===== src/include/sram_host_pkg.sv =====
package sram_host_pkg;
  // speed grade selector
  typedef enum logic {
    GRADE_FAST = 1'b0,
    GRADE_SLOW = 1'b1
  } speed_grade_type;

  localparam int ADDR_W = 19;
  localparam int DATA_W = 8;
  localparam int CLK_PERIOD_NS = 100;

  // timing figures in ns, fast and slow grade
  localparam int CYCLE_NS_FAST = 70;
  localparam int CYCLE_NS_SLOW = 85;
  localparam int ADDR_ACCESS_NS_FAST = 70;
  localparam int ADDR_ACCESS_NS_SLOW = 85;
  localparam int DRIVE_ACCESS_NS_FAST = 35;
  localparam int DRIVE_ACCESS_NS_SLOW = 45;
  localparam int WR_PULSE_NS_FAST = 55;
  localparam int WR_PULSE_NS_SLOW = 65;
  localparam int WR_DATA_SETUP_NS_FAST = 30;
  localparam int WR_DATA_SETUP_NS_SLOW = 35;
  localparam int ADDR_SETUP_NS_FAST = 65;
  localparam int ADDR_SETUP_NS_SLOW = 75;
  localparam int ADDR_HOLD_NS = 15;
  localparam int DATA_HOLD_NS = 10;
  localparam int FLOAT_NS = 35;

  // power-fail figures
  localparam int PROTECT_DELAY_US = 150;
  localparam int FAST_FALL_EXTRA_US = 200;
  localparam int RECOVERY_TIME_MS = 120;

  // least times round up to whole cycles, at least one
  function automatic int min_cycles(input int ns);
    int c;
    c = (ns + CLK_PERIOD_NS - 1) / CLK_PERIOD_NS;
    return (c < 1) ? 1 : c;
  endfunction : min_cycles

  localparam int CYC_FAST = min_cycles(CYCLE_NS_FAST);
  localparam int CYC_SLOW = min_cycles(CYCLE_NS_SLOW);
  localparam int ACC_FAST = min_cycles(ADDR_ACCESS_NS_FAST);
  localparam int ACC_SLOW = min_cycles(ADDR_ACCESS_NS_SLOW);
  localparam int PULSE_FAST = min_cycles(WR_PULSE_NS_FAST);
  localparam int PULSE_SLOW = min_cycles(WR_PULSE_NS_SLOW);
  localparam int HOLD_CYC = min_cycles(ADDR_HOLD_NS);
  localparam int FLOAT_CYC = min_cycles(FLOAT_NS);
  // power-fail lockout: worst deselect plus fast-fall extra
  localparam int LOCKOUT_US = PROTECT_DELAY_US + FAST_FALL_EXTRA_US;
  localparam int LOCKOUT_CYC_DEF = LOCKOUT_US * 1000 / CLK_PERIOD_NS;
  localparam int RECOVERY_CYC_DEF = RECOVERY_TIME_MS * 1000000 / CLK_PERIOD_NS;
  localparam int CNT_W = 24;

  // request from user logic
  typedef struct packed {
    logic write;
    logic [ADDR_W-1:0] byte_addr;
    logic [DATA_W-1:0] wdata;
  } sram_req_type;

  // strobes toward the memory, active low
  typedef struct packed {
    logic sel_b;
    logic drive_b;
    logic wr_b;
  } strobe_type;

  // host sequencer states, gray from idle to gap; gap back to idle flips two bits
  typedef enum logic [2:0] {
    ST_IDLE = 3'b000,
    ST_SETUP = 3'b001,
    ST_STROBE = 3'b011,
    ST_HOLD = 3'b010,
    ST_GAP = 3'b110,
    ST_LOCK = 3'b100
  } host_state_type;
endpackage : sram_host_pkg


===== src/hw/sram_host.sv =====
`timescale 1ns/1ps
// Functional notes
// - host spaces cycles at least 70 or 85 ns apart
// - host holds write strobe low at least 55 or 65 ns
// - host sets write data 30 or 35 ns before strobe rise, holds after
// - host sets address 65 or 75 ns before strobe rise, before it falls
// - after write-strobe-ended write, address held 15 ns, data 10 ns
module sram_host
  import sram_host_pkg::*;
#(
  parameter speed_grade_type GRADE = GRADE_FAST,
  parameter int LOCKOUT_CYC = LOCKOUT_CYC_DEF,
  parameter int RECOVERY_CYC = RECOVERY_CYC_DEF
) (
  input wire logic clock_i,
  input wire logic rst_b_i,
  input wire logic req_valid_i,
  input wire sram_req_type req_i,
  output logic req_ready_o,
  output logic [DATA_W-1:0] rdata_o,
  output logic rdata_valid_o,
  input wire logic power_fail_i,
  output logic power_ok_o,
  output logic [ADDR_W-1:0] byte_addr_o,
  output strobe_type strobe_o,
  input wire logic [DATA_W-1:0] byte_bus_i,
  output logic [DATA_W-1:0] byte_bus_o,
  output logic byte_bus_oe_o
);
  // grade-dependent counts
  localparam int ACC_CYC = (GRADE == GRADE_FAST) ? ACC_FAST : ACC_SLOW;
  localparam int PULSE_CYC = (GRADE == GRADE_FAST) ? PULSE_FAST : PULSE_SLOW;
  localparam int GAP_CYC = (GRADE == GRADE_FAST) ? CYC_FAST : CYC_SLOW;
  localparam logic [CNT_W-1:0] ACC_N = CNT_W'(ACC_CYC);
  localparam logic [CNT_W-1:0] PULSE_N = CNT_W'(PULSE_CYC);
  localparam logic [CNT_W-1:0] GAP_N = CNT_W'(GAP_CYC);
  localparam logic [CNT_W-1:0] HOLD_N = CNT_W'(HOLD_CYC);
  localparam logic [CNT_W-1:0] FLOAT_N = CNT_W'(FLOAT_CYC);
  localparam logic [CNT_W-1:0] LOCK_N = CNT_W'(LOCKOUT_CYC);
  localparam logic [CNT_W-1:0] RECOV_N = CNT_W'(RECOVERY_CYC);

  host_state_type state_q, state_d;
  logic [CNT_W-1:0] cnt_q, cnt_d;
  logic write_q;
  logic [DATA_W-1:0] wdata_q;
  logic [DATA_W-1:0] bus_s1_q, bus_s2_q;
  logic pf_s1_q, pf_s2_q;
  logic pf_seen_q;
  logic [CNT_W-1:0] recov_q;
  logic protect;
  logic wr_now;
  logic [1:0] rd_pipe_q;

  // two-flop sync of pins from outside the clock domain
  always_ff @(posedge clock_i) begin
    if (!rst_b_i) begin
      bus_s1_q <= 8'h00;
      bus_s2_q <= 8'h00;
      pf_s1_q <= 1'b1;
      pf_s2_q <= 1'b1;
    end else begin
      bus_s1_q <= byte_bus_i;
      bus_s2_q <= bus_s1_q;
      pf_s1_q <= power_fail_i;
      pf_s2_q <= pf_s1_q;
    end
  end

  // recovery timer: stays protected while supply low and for a while after
  always_ff @(posedge clock_i) begin
    if (!rst_b_i) begin
      recov_q <= RECOV_N;
    end else if (pf_s2_q) begin
      recov_q <= RECOV_N;
    end else if (recov_q != '0) begin
      recov_q <= recov_q - 1'b1;
    end
  end

  // one lockout per fail event, taken only if the sequencer is idle on the cycle the synced fail rises
  always_ff @(posedge clock_i) begin
    if (!rst_b_i) begin
      pf_seen_q <= 1'b0;
    end else begin
      pf_seen_q <= pf_s2_q;
    end
  end

  assign protect = pf_s2_q || (recov_q != '0);
  assign power_ok_o = !protect;

  // sequencer: setup, strobe, hold, gap
  always_comb begin
    state_d = state_q;
    cnt_d = (cnt_q != '0) ? cnt_q - 1'b1 : cnt_q;
    case (state_q)
      ST_IDLE: begin
        if (pf_s2_q && !pf_seen_q) begin
          state_d = ST_LOCK;
          cnt_d = LOCK_N;
        end else if (req_valid_i && !protect) begin
          state_d = ST_SETUP;
          cnt_d = '0;
        end
      end
      ST_SETUP: begin
        state_d = ST_STROBE;
        cnt_d = write_q ? PULSE_N : ACC_N;
      end
      ST_STROBE: begin
        if (cnt_q <= 24'h000001) begin
          state_d = ST_HOLD;
          cnt_d = write_q ? HOLD_N : FLOAT_N;
        end
      end
      ST_HOLD: begin
        if (cnt_q <= 24'h000001) begin
          state_d = ST_GAP;
          cnt_d = GAP_N;
        end
      end
      ST_GAP: begin
        if (cnt_q <= 24'h000001) begin
          state_d = ST_IDLE;
        end
      end
      ST_LOCK: begin
        if (cnt_q <= 24'h000001) begin
          state_d = ST_IDLE;
        end
      end
      default: begin
        state_d = ST_IDLE;
      end
    endcase
  end

  always_ff @(posedge clock_i) begin
    if (!rst_b_i) begin
      state_q <= ST_IDLE;
      cnt_q <= 24'h000000;
    end else begin
      state_q <= state_d;
      cnt_q <= cnt_d;
    end
  end

  // request capture, address held through whole cycle
  always_ff @(posedge clock_i) begin
    if (!rst_b_i) begin
      write_q <= 1'b0;
      wdata_q <= 8'h00;
      byte_addr_o <= 19'h00000;
    end else if (state_q == ST_IDLE && state_d == ST_SETUP) begin
      write_q <= req_i.write;
      wdata_q <= req_i.wdata;
      byte_addr_o <= req_i.byte_addr;
    end
  end

  // direction of the cycle being set up; write_q is still stale on the take edge
  assign wr_now = (state_q == ST_IDLE) ? req_i.write : write_q;

  // strobes registered: select spans strobe phase, plus hold in writes, write strobe inside it
  always_ff @(posedge clock_i) begin
    if (!rst_b_i) begin
      strobe_o <= '{sel_b: 1'b1, drive_b: 1'b1, wr_b: 1'b1};
      byte_bus_o <= 8'h00;
      byte_bus_oe_o <= 1'b0;
    end else begin
      // select in strobe phase and, in writes, hold too, so write ends on write strobe, not select
      strobe_o.sel_b <= !(state_d == ST_STROBE || (state_d == ST_HOLD && write_q));
      // drive kept high in writes, avoiding bus contention
      strobe_o.drive_b <= !(state_d == ST_STROBE && !write_q);
      strobe_o.wr_b <= !(state_d == ST_STROBE && write_q);
      // data driven from setup through hold, before and after strobe
      byte_bus_oe_o <= wr_now && (state_d == ST_SETUP || state_d == ST_STROBE || state_d == ST_HOLD);
      byte_bus_o <= req_valid_i && state_q == ST_IDLE ? req_i.wdata : wdata_q;
    end
  end

  // marks the edge where the first sync flop catches the driven byte, two edges deep
  always_ff @(posedge clock_i) begin
    if (!rst_b_i) begin
      rd_pipe_q <= 2'h0;
    end else begin
      rd_pipe_q <= {rd_pipe_q[0], (state_q == ST_STROBE && state_d == ST_HOLD && !write_q)};
    end
  end

  // read data taken once it has crossed both sync flops
  always_ff @(posedge clock_i) begin
    if (!rst_b_i) begin
      rdata_o <= 8'h00;
      rdata_valid_o <= 1'b0;
    end else begin
      rdata_valid_o <= 1'b0;
      if (rd_pipe_q[1]) begin
        rdata_o <= bus_s2_q;
        rdata_valid_o <= 1'b1;
      end
    end
  end

  assign req_ready_o = (state_q == ST_IDLE) && !protect && !(pf_s2_q && !pf_seen_q);
endmodule : sram_host


===== config.mk =====
export PLATFORM = sky130hd
export DESIGN_NAME = sram_host
export DESIGN_NICKNAME = d
export VERILOG_FILES = /design/src/include/sram_host_pkg.sv /design/src/hw/sram_host.sv
export SDC_FILE = /design/constraint.sdc
export NUM_CORES = 1
export LEC_CHECK = 0
export ABC_AREA = 1
export BUFFER_PORTS_ARGS = -buffer_cell sky130_fd_sc_hd__buf_2
export CORE_MARGIN = 8
export CORE_UTILIZATION = 51
export CTS_CLUSTER_SIZE = 20
export DETAILED_ROUTE_END_ITERATION = 6
export GPL_ROUTABILITY_DRIVEN = 0
export HOLD_SLACK_MARGIN = 0.08
export PLACE_DENSITY = 0.77
export SYNTH_ARGS = -nofsm -noshare
export SYNTH_HDL_FRONTEND = slang
export SYNTH_SLANG_ARGS = --single-unit

===== constraint.sdc =====
create_clock -name clock_i -period 1.8 [get_ports clock_i]
set_input_delay 0.36 -clock clock_i [delete_from_list [all_inputs] [get_ports clock_i]]
set_output_delay 0.36 -clock clock_i [all_outputs]
set_load 0.02 [all_outputs]

==> flow_summary_export.csv, run 1 <==
group,metric,value,unit
setup_path,crit_path_start_kind,"flip-flop",
layout,stdcell_count,1010,
power_and_ir_drop,power.density,1097,nW/um^2
clock_network,clockRootBuffer,"clkbuf_8",
detailed_routing,first_iter_violations,899,
placement,post-place-cells,924,
floorplan,core-area,10140,sq um
placement,port_buffers,81,
synth,synth_cell_types,36,
detailed_routing,drc,0,
outcome,status,"complete, but fails checks",
global_routing,grt_overflow,0,
layout,antenna_cells,0,
clock_network,cts_sinks,121,
clock_network,clk_path_buf_depth,2,
synth,syn_area,5212,sq um
power_and_ir_drop,power.internal,5.826,mW
floorplan,dieArea,13710,sq um
synth,yosysWarnings,0,
flow_run,drv_cap,0,
synth,synth-edff-count,0,
sta,skew,11.18,ps
detailed_routing,ant_nets,0,
power_and_ir_drop,power.share.combinational,20.2,%
global_routing,antenna_found_initial,0,
setup_path,critPathMostFrequentCell,"nand2_4",
clock_network,insertion_delay,560,ps
clock_network,clk_pin_slew,60,ps
synth,synth_ff_type,"dfxtp_1",
power_and_ir_drop,vdd_ir_drop_max,1.039,mV
setup_path,slowest_stage,"dfxtp_1",
detailed_routing,wl_per_cell,19.71,um
global_routing,grt_first_pass_wirelength,23680,um
power_and_ir_drop,p_leak,3.497,nW
sta,rsz0062_at_grt,"yes",
synth,synth_commonest_cells,"nor2_1 (153), dfxtp_1 (121), nand2_1 (120)",
setup_path,cp_data_required_time,1440,ps
detailed_routing,viasPerCell,5.783,
floorplan,io_pins,82,
sta,slew_viol_final,0,
clock_network,cts.htree.levels,4,
synth,async_reset_ff_share,0,%
setup_path,cp_cell_sequence,"nor2_2 -> nand2_4 -> nor2_4 -> nand2_2 -> inv_2 -> nand2_4 -> nor4_4 -> buf_4",
power_and_ir_drop,power_frac_seq,35.0,%
placement,place_ws,-47.40,ps
layout,regArea,2435,sq um
detailed_routing,drt-total-wl,19910,um
sta,final-setup-viol-count,67,
layout,multi_input_area,2930,sq um
floorplan,dieHeight,117.1,um
power_and_ir_drop,switching_power,2.539,mW
detailed_routing,dr.pass1.iters,6,
synth,synth_top_area_cell,"dfxtp_1",
floorplan,initial_core_util,51.41,%
setup_path,path_buf_inv,2,
placement,dp_hpwl,9210,um
setup_path,slowest_delay,330,ps
synth,ys_top_cells_by_area,"dfxtp_1 (46%), nor2_1 (11%), nand2_1 (8.6%)",
power_and_ir_drop,swShare,30.36,%
floorplan,fp-row-count,37,
sta,hold_viol_final,0,
synth,ys_seq_area_share,46.47,%
synth,syn_avg_cell_area,7.404,sq um
sta,worst_slack,-727.5,ps
setup_path,crit_type,"reg2out",
synth,syn_inst,704,
setup_path,arrival,2170,ps
detailed_routing,vias,5841,
global_routing,grt_pass1_vias,5313,
setup_path,worstPathMaxFanout,3,
sta,finalCritPeriodShare,140.4,%
power_and_ir_drop,clkPwrFrac,44.8,%
sta,worst_slew_pin_slew,550.5,ps
synth,synth-seq-cells,121,
setup_path,worst_setup_path_end_kind,"primary output",
clock_network,cts_tree,"yes",
hold_path,worstHoldPathType,"in2reg",
layout,area_growth,46.23,%
synth,syn_nets,748,
layout,fillers,570,
layout,layout-drive-gt1-share,35.93,%
global_routing,grt_start_max_net_pins,36,
sta,min_period,2528,ps
setup_path,cp_top_family,"simple AND/OR/NAND/NOR gates",
sta,fmax,0.3956,GHz
global_routing,grt_usage,21.99,%
synth,synth_top_area_share,46.47,%
sta,relSlewSlack,63.21,%
layout,nets,905,
synth,yosysMostFrequentCell,"nor2_1",
outcome,violations,"negative setup slack",
clock_network,cts-buffers-inserted,17,
floorplan,chipWidth,117.1,um
[worst paths after layout]
| kind | startpoint | end | slack, ps | cells past startpoint |
|---|---|---|---|---|
| worst min register to register | bus_s1_q[4] | bus_s2_q[4] | 410 | 2 |
| worst max-delay path | recov_q[23] | req_ready_o | -730 | 8 |
| worst max register to register | recov_q[23] | strobe_o[1] | -600 | 13 |
| worst min-delay path | req_i[24] | byte_addr_o[16] | 70 | 3 |
[logic make-up (layout without fill, tap and decap cells)]
group	after synthesis	after routing	synth area share (%)
compound gates	89	89	9.002
xor+xnor	34	34	5.713
fa+ha+maj	4	4	0.9602
buf+inv	92	261	7.273
flops	121	121	46.47
simple gates	364	365	30.58
[cells in the final DEF, fill, tap and decap left out, types with 4 or more instances in the layout]
cell type and instances:
nor2_1 131, dfxtp_1 111, nand2_1 106, buf_2 80, inv_1 59, buf_4 43
a21oi_1 29, nor2_2 27, nand3_1 25, o21ai_2 25, o21ai_0 23, xor2_1 21
dlygate4sd3_1 21, clkbuf_16 20, nor2_4 16, nand2_2 12, xnor2_1 11, inv_2 10
dfxtp_2 10, nand4_1 9, buf_6 7, nand2_4 6, nand3_2 6, nor3_1 5
bufinv_16 5, nand2_8 4, nor3_2 4, a21oi_2 4
[stage by stage]
step                util (%)  power, mW  TNS (ps)  cell area, sq um  hold slack [ps]
finish                 75.18      8.365    -21150              7622            65.50
global route           75.18      8.596    -26800              7622            68.66
CTS                    68.23      7.952     -3428              6918            80.25
detailed placement     57.82      4.259    -48.59              5862            397.3
global placement       57.82      4.212         0              5862            393.8
floorplan                  -      3.885         0              5219            390.5
[layout make-up]
type,instances,share of cell area [%]
Clock buffer,17,5.433
Clock inverter,15,2.922
Inverter,71,3.710
Multi-Input combinational cell,492,38.44
Sequential cell,121,31.94
Tap cell,136,2.232
Timing Repair Buffer,158,15.32
[registers in the layout, summed over array words and instances (netlist names)]
| signal | flops |
|---|---|
| cnt_q | 24 |
| recov_q | 24 |
| byte_addr_o | 19 |
| bus_s1_q | 8 |
| bus_s2_q | 8 |
| byte_bus_o | 8 |
| rdata_o | 8 |
| wdata_q | 8 |
| state_q | 3 |
| strobe_o | 3 |
| rd_pipe_q | 2 |
| byte_bus_oe_o | 1 |
| pf_s1_q | 1 |
| pf_s2_q | 1 |
| pf_seen_q | 1 |
| rdata_valid_o | 1 |
| write_q | 1 |
[tightest hold or removal path: cells and delay by family]
kind / cells / cell delay [ps]
buf+inv: 1 / 90
simple gates: 1 / 80
compound gates: 1 / 60
[per-layer routing]
| metal | global-route usage, % | part of all wire (%) | vias to the layer above | wire [um] |
|---|---|---|---|---|
| met5 | 0 | 0 | - | 0 |
| met4 | 12.29 | 7.6 | 0 | 1519 |
| met3 | 5.900 | 8.9 | 168 | 1762 |
| met2 | 38.41 | 49 | 455 | 9845 |
| met1 | 23.70 | 34 | 2685 | 6781 |
| li1 | - | - | 2533 | - |
[what timing repair did]
item                                   CTS  global route
resized for setup                       33           153
hold buffers                            18             3
pin swaps                                8            22
endpoints found under the hold margin   18             3
setup buffers                           19            12
setup endpoints to repair                5            78
cloned                                   0             6
[power groups by stage]
stage | logic [mW] | clock network, mW | registers, mW
2_1_floorplan | 0.929 | 0 | 2.96
3_3_place_gp | 1.25 | 0 | 2.96
3_5_place_dp | 1.29 | 0 | 2.97
4_1_cts | 1.36 | 3.68 | 2.91
5_1_grt | 1.81 | 3.84 | 2.94
6_report | 1.69 | 3.74 | 2.93
No activity file was read; power rests on OpenSTA's default activity.
==> run 2, diff against run 1 <==
==> config.mk (replaced) <==
export PLATFORM = sky130hd
export DESIGN_NAME = sram_host
export DESIGN_NICKNAME = d
export VERILOG_FILES = /design/src/include/sram_host_pkg.sv /design/src/hw/sram_host.sv
export SDC_FILE = /design/constraint.sdc
export NUM_CORES = 1
export LEC_CHECK = 0
export CORE_MARGIN = 8
export CORE_UTILIZATION = 51
export CTS_CLUSTER_SIZE = 20
export DETAILED_ROUTE_END_ITERATION = 6
export DONT_BUFFER_PORTS = 1
export GPL_ROUTABILITY_DRIVEN = 0
export HOLD_SLACK_MARGIN = 0.08
export PLACE_DENSITY = 0.7
export SLEW_MARGIN = 10
export SYNTH_ARGS = -nofsm -noshare
export SYNTH_HDL_FRONTEND = slang
export SYNTH_SLANG_ARGS = --single-unit
==> flow_summary_export.csv, run 2 <==
group,metric,value,unit
outcome,status,"complete, but fails checks",
outcome,violations,"design-rule violations, negative setup slack",
detailed_routing,vias,5861,
layout,area_growth,67.54,%
synth,synth-edff-count,0,
power_and_ir_drop,power.share.combinational,27.6,%
detailed_routing,ant_nets,0,
global_routing,grt_usage,28.02,%
clock_network,cts_tree,"yes",
sta,final-setup-viol-count,84,
synth,synth_xor_area_share,6.283,%
detailed_routing,dr.pass1.iters,7,
synth,ys_seq_area_share,48.27,%
clock_network,clk_pin_slew,60,ps
layout,regArea,2440,sq um
synth,syn_avg_cell_area,8.946,sq um
synth,synth_fa_ha_area_share,0.9973,%
power_and_ir_drop,p_leak,3.266,nW
detailed_routing,wl_per_cell,28.42,um
synth,synth_ff_type,"dfxtp_1",
sta,fmax,0.3607,GHz
synth,synth_compound_area_share,11.77,%
setup_path,worst_setup_path_end_kind,"primary output",
layout,design_area,8408,sq um
synth,yosysMostFrequentCell,"dfxtp_1",
setup_path,reg2reg_depth,12,
setup_path,slowest_delay,380,ps
setup_path,reg2reg_from,"recov_q[19]",
sta,slew_viol_final,0,
synth,synth_commonest_cells,"dfxtp_1 (121), nand2_1 (86), a21oi_1 (44)",
layout,layout_common_cells,"buf_4 (110), dfxtp_1 (109), nand2_4 (38)",
synth,async_reset_ff_share,0,%
placement,post-place-cells,779,
placement,port_buffers,0,
sta,skew,14.29,ps
power_and_ir_drop,switching_power,3.060,mW
floorplan,core-area,9684,sq um
power_and_ir_drop,vdd_ir_drop_max,0.8680,mV
sta,worst_hold_slack,176.5,ps
flow_run,drv_cap,0,
power_and_ir_drop,total_power,9.530,mW
power_and_ir_drop,power.internal,6.469,mW
layout,layout-drive-gt1-share,46.40,%
sta,relSlewSlack,39.74,%
hold_path,holdCritStartpoint,"rst_b_i",
detailed_routing,viasPerCell,6.630,
setup_path,cp_data_required_time,1440,ps
global_routing,grt_start_max_net_pins,38,
layout,stdcell_count,884,
floorplan,dieArea,13270,sq um
power_and_ir_drop,power_frac_seq,31.6,%
clock_network,insertion_delay,540,ps
clock_network,clk_path_buf_depth,2,
layout,multi_input_area,3372,sq um
placement,place_ws,-338.7,ps
global_routing,grt_pass1_vias,5404,
sta,rsz0062_at_grt,"yes",
setup_path,reg2reg_to,"byte_addr_o[14]",
synth,yosysWarnings,0,
setup_path,cp_top_family,"simple AND/OR/NAND/NOR gates",
sta,finalCritPeriodShare,154.0,%
global_routing,grt_first_pass_wirelength,28640,um
synth,muxShareOfSynthArea,2.219,%
synth,synth-seq-cells,121,
layout,utilization,86.82,%
global_routing,antenna_found_initial,1,
clock_network,cts_sinks,121,
synth,synth_top_area_share,48.27,%
sta,hold_viol_final,0,
power_and_ir_drop,power.density,1133,nW/um^2
floorplan,io_pins,82,
power_and_ir_drop,clkPwrFrac,40.8,%
synth,synth_cell_types,59,
synth,syn_nets,605,
detailed_routing,drc,4,
setup_path,crit_end,"req_ready_o",
layout,reg.largest.list,"cnt_q (24), recov_q (24), byte_addr_o (19)",
layout,fillers,386,
sta,fin_tns_setup,-45350,ps
setup_path,slowest_stage,"nor2_1",
placement,dpl_cell_area,6121,sq um
floorplan,dieHeight,115.2,um
clock_network,cts.htree.levels,4,
clock_network,cts-buffers-inserted,17,
floorplan,fp-row-count,36,
setup_path,crit_cells,6,
sta,min_period,2772,ps
clock_network,clockRootBuffer,"clkbuf_8",
setup_path,startpoint,"recov_q[14]",
layout,nets,781,
setup_path,path_buf_inv,2,
synth,ys_top_cells_by_area,"dfxtp_1 (48%), nand2_1 (6.4%), a21oi_1 (4.4%)",
synth,synth_top_family_by_area,"simple AND/OR/NAND/NOR gates",
setup_path,crit_path_start_kind,"flip-flop",
synth,syn_area,5019,sq um
floorplan,chipWidth,115.2,um
synth,syn_inst,561,
setup_path,worstPathMaxFanout,4,
detailed_routing,drt-total-wl,25120,um
synth,synth_top_area_cell,"dfxtp_1",
layout,final_common_cell,"buf_4",
setup_path,arrival,2410,ps
sta,worst_slew_pin_slew,903.9,ps
setup_path,crit_type,"reg2out",
global_routing,grt_overflow,0,
power_and_ir_drop,swShare,32.11,%
sta,worst_slack,-972.1,ps
detailed_routing,first_iter_violations,824,
setup_path,cp_cell_sequence,"buf_4 -> nor2_1 -> nor4b_4 -> nand3_2 -> nor3_4 -> buf_12",
hold_path,worstHoldPathType,"in2reg",
placement,dp_hpwl,9036,um
floorplan,initial_core_util,51.82,%
setup_path,rrSetupSlack,-850,ps
synth,synthSimpleGateAreaFrac,27.45,%
[run 2: changes by cell type in the layout (fill, tap and decap cells not counted), sizes merged, moves of 10 or more]
cell / before / now
buf: 133 / 146
a21oi: 34 / 44
nor2: 174 / 42
o21ai: 51 / 15
inv: 72 / 7
nor3: 9 / 31
nand2: 128 / 87
and2: 0 / 20
nor4: 2 / 17
mux2i: 0 / 10
nand3: 33 / 11
dlygate4sd3: 21 / 37
[run 2: layer usage]
layer	up-vias	share of wire [%]	track usage [%]
met3	232	9.8	8.718
met5	-	0	1.563
met1	2775	34	28.84
met4	0	9.1	17.86
li1	2317	-	-
met2	537	48	48.48
[run 2: kinds of logic after synthesis]
kind of cell | count (synthesis)
AO/OA/AOI/OAI | 93
adder cells (fa/ha/maj) | 4
flip-flops | 121
XOR/XNOR | 36
buffers and inverters | 35
multiplexers | 11
AND/OR/NAND/NOR | 261
[run 2: final cells by class]
class                           instances  area share [%]
Clock inverter                         12           2.649
Multi-Input combinational cell        405           40.10
Inverter                                7          0.3125
Timing Repair Buffer                  185           20.85
Tap cell                              133           1.979
Sequential cell                       121           29.02
Clock buffer                           20           5.060
Antenna cell                            1         0.02976
[run 2: power by group through the flow]
stage / registers [mW] / clock network, mW / logic, mW
5_1_grt: 3.02 / 3.98 / 2.69
3_5_place_dp: 3.01 / 0 / 1.82
4_1_cts: 2.96 / 3.74 / 1.97
2_1_floorplan: 3.02 / 0 / 1.03
6_report: 3.01 / 3.88 / 2.63
3_3_place_gp: 3.00 / 0 / 1.78
[run 2: how the worst min path moves through the flow]
stage	to	depth (start not counted)
after detailed placement	pf_s2_q	1
after global routing	cnt_q[11]	3
final	cnt_q[11]	3
after CTS	byte_bus_oe_o	2
after floorplan	pf_s2_q	1
after global placement	pf_s2_q	1
[run 2: what timing repair did]
action,CTS,global route
hold endpoints to repair,61,0
setup buffers,12,22
cloned,3,1
setup endpoints to repair,73,89
hold buffers,38,0
resized for setup,95,140
pin swaps,23,79
[run 2: worst min-delay path: stages]
cell	delay [ps]
o31ai_2	40
buf_4	170
a21oi_1	80
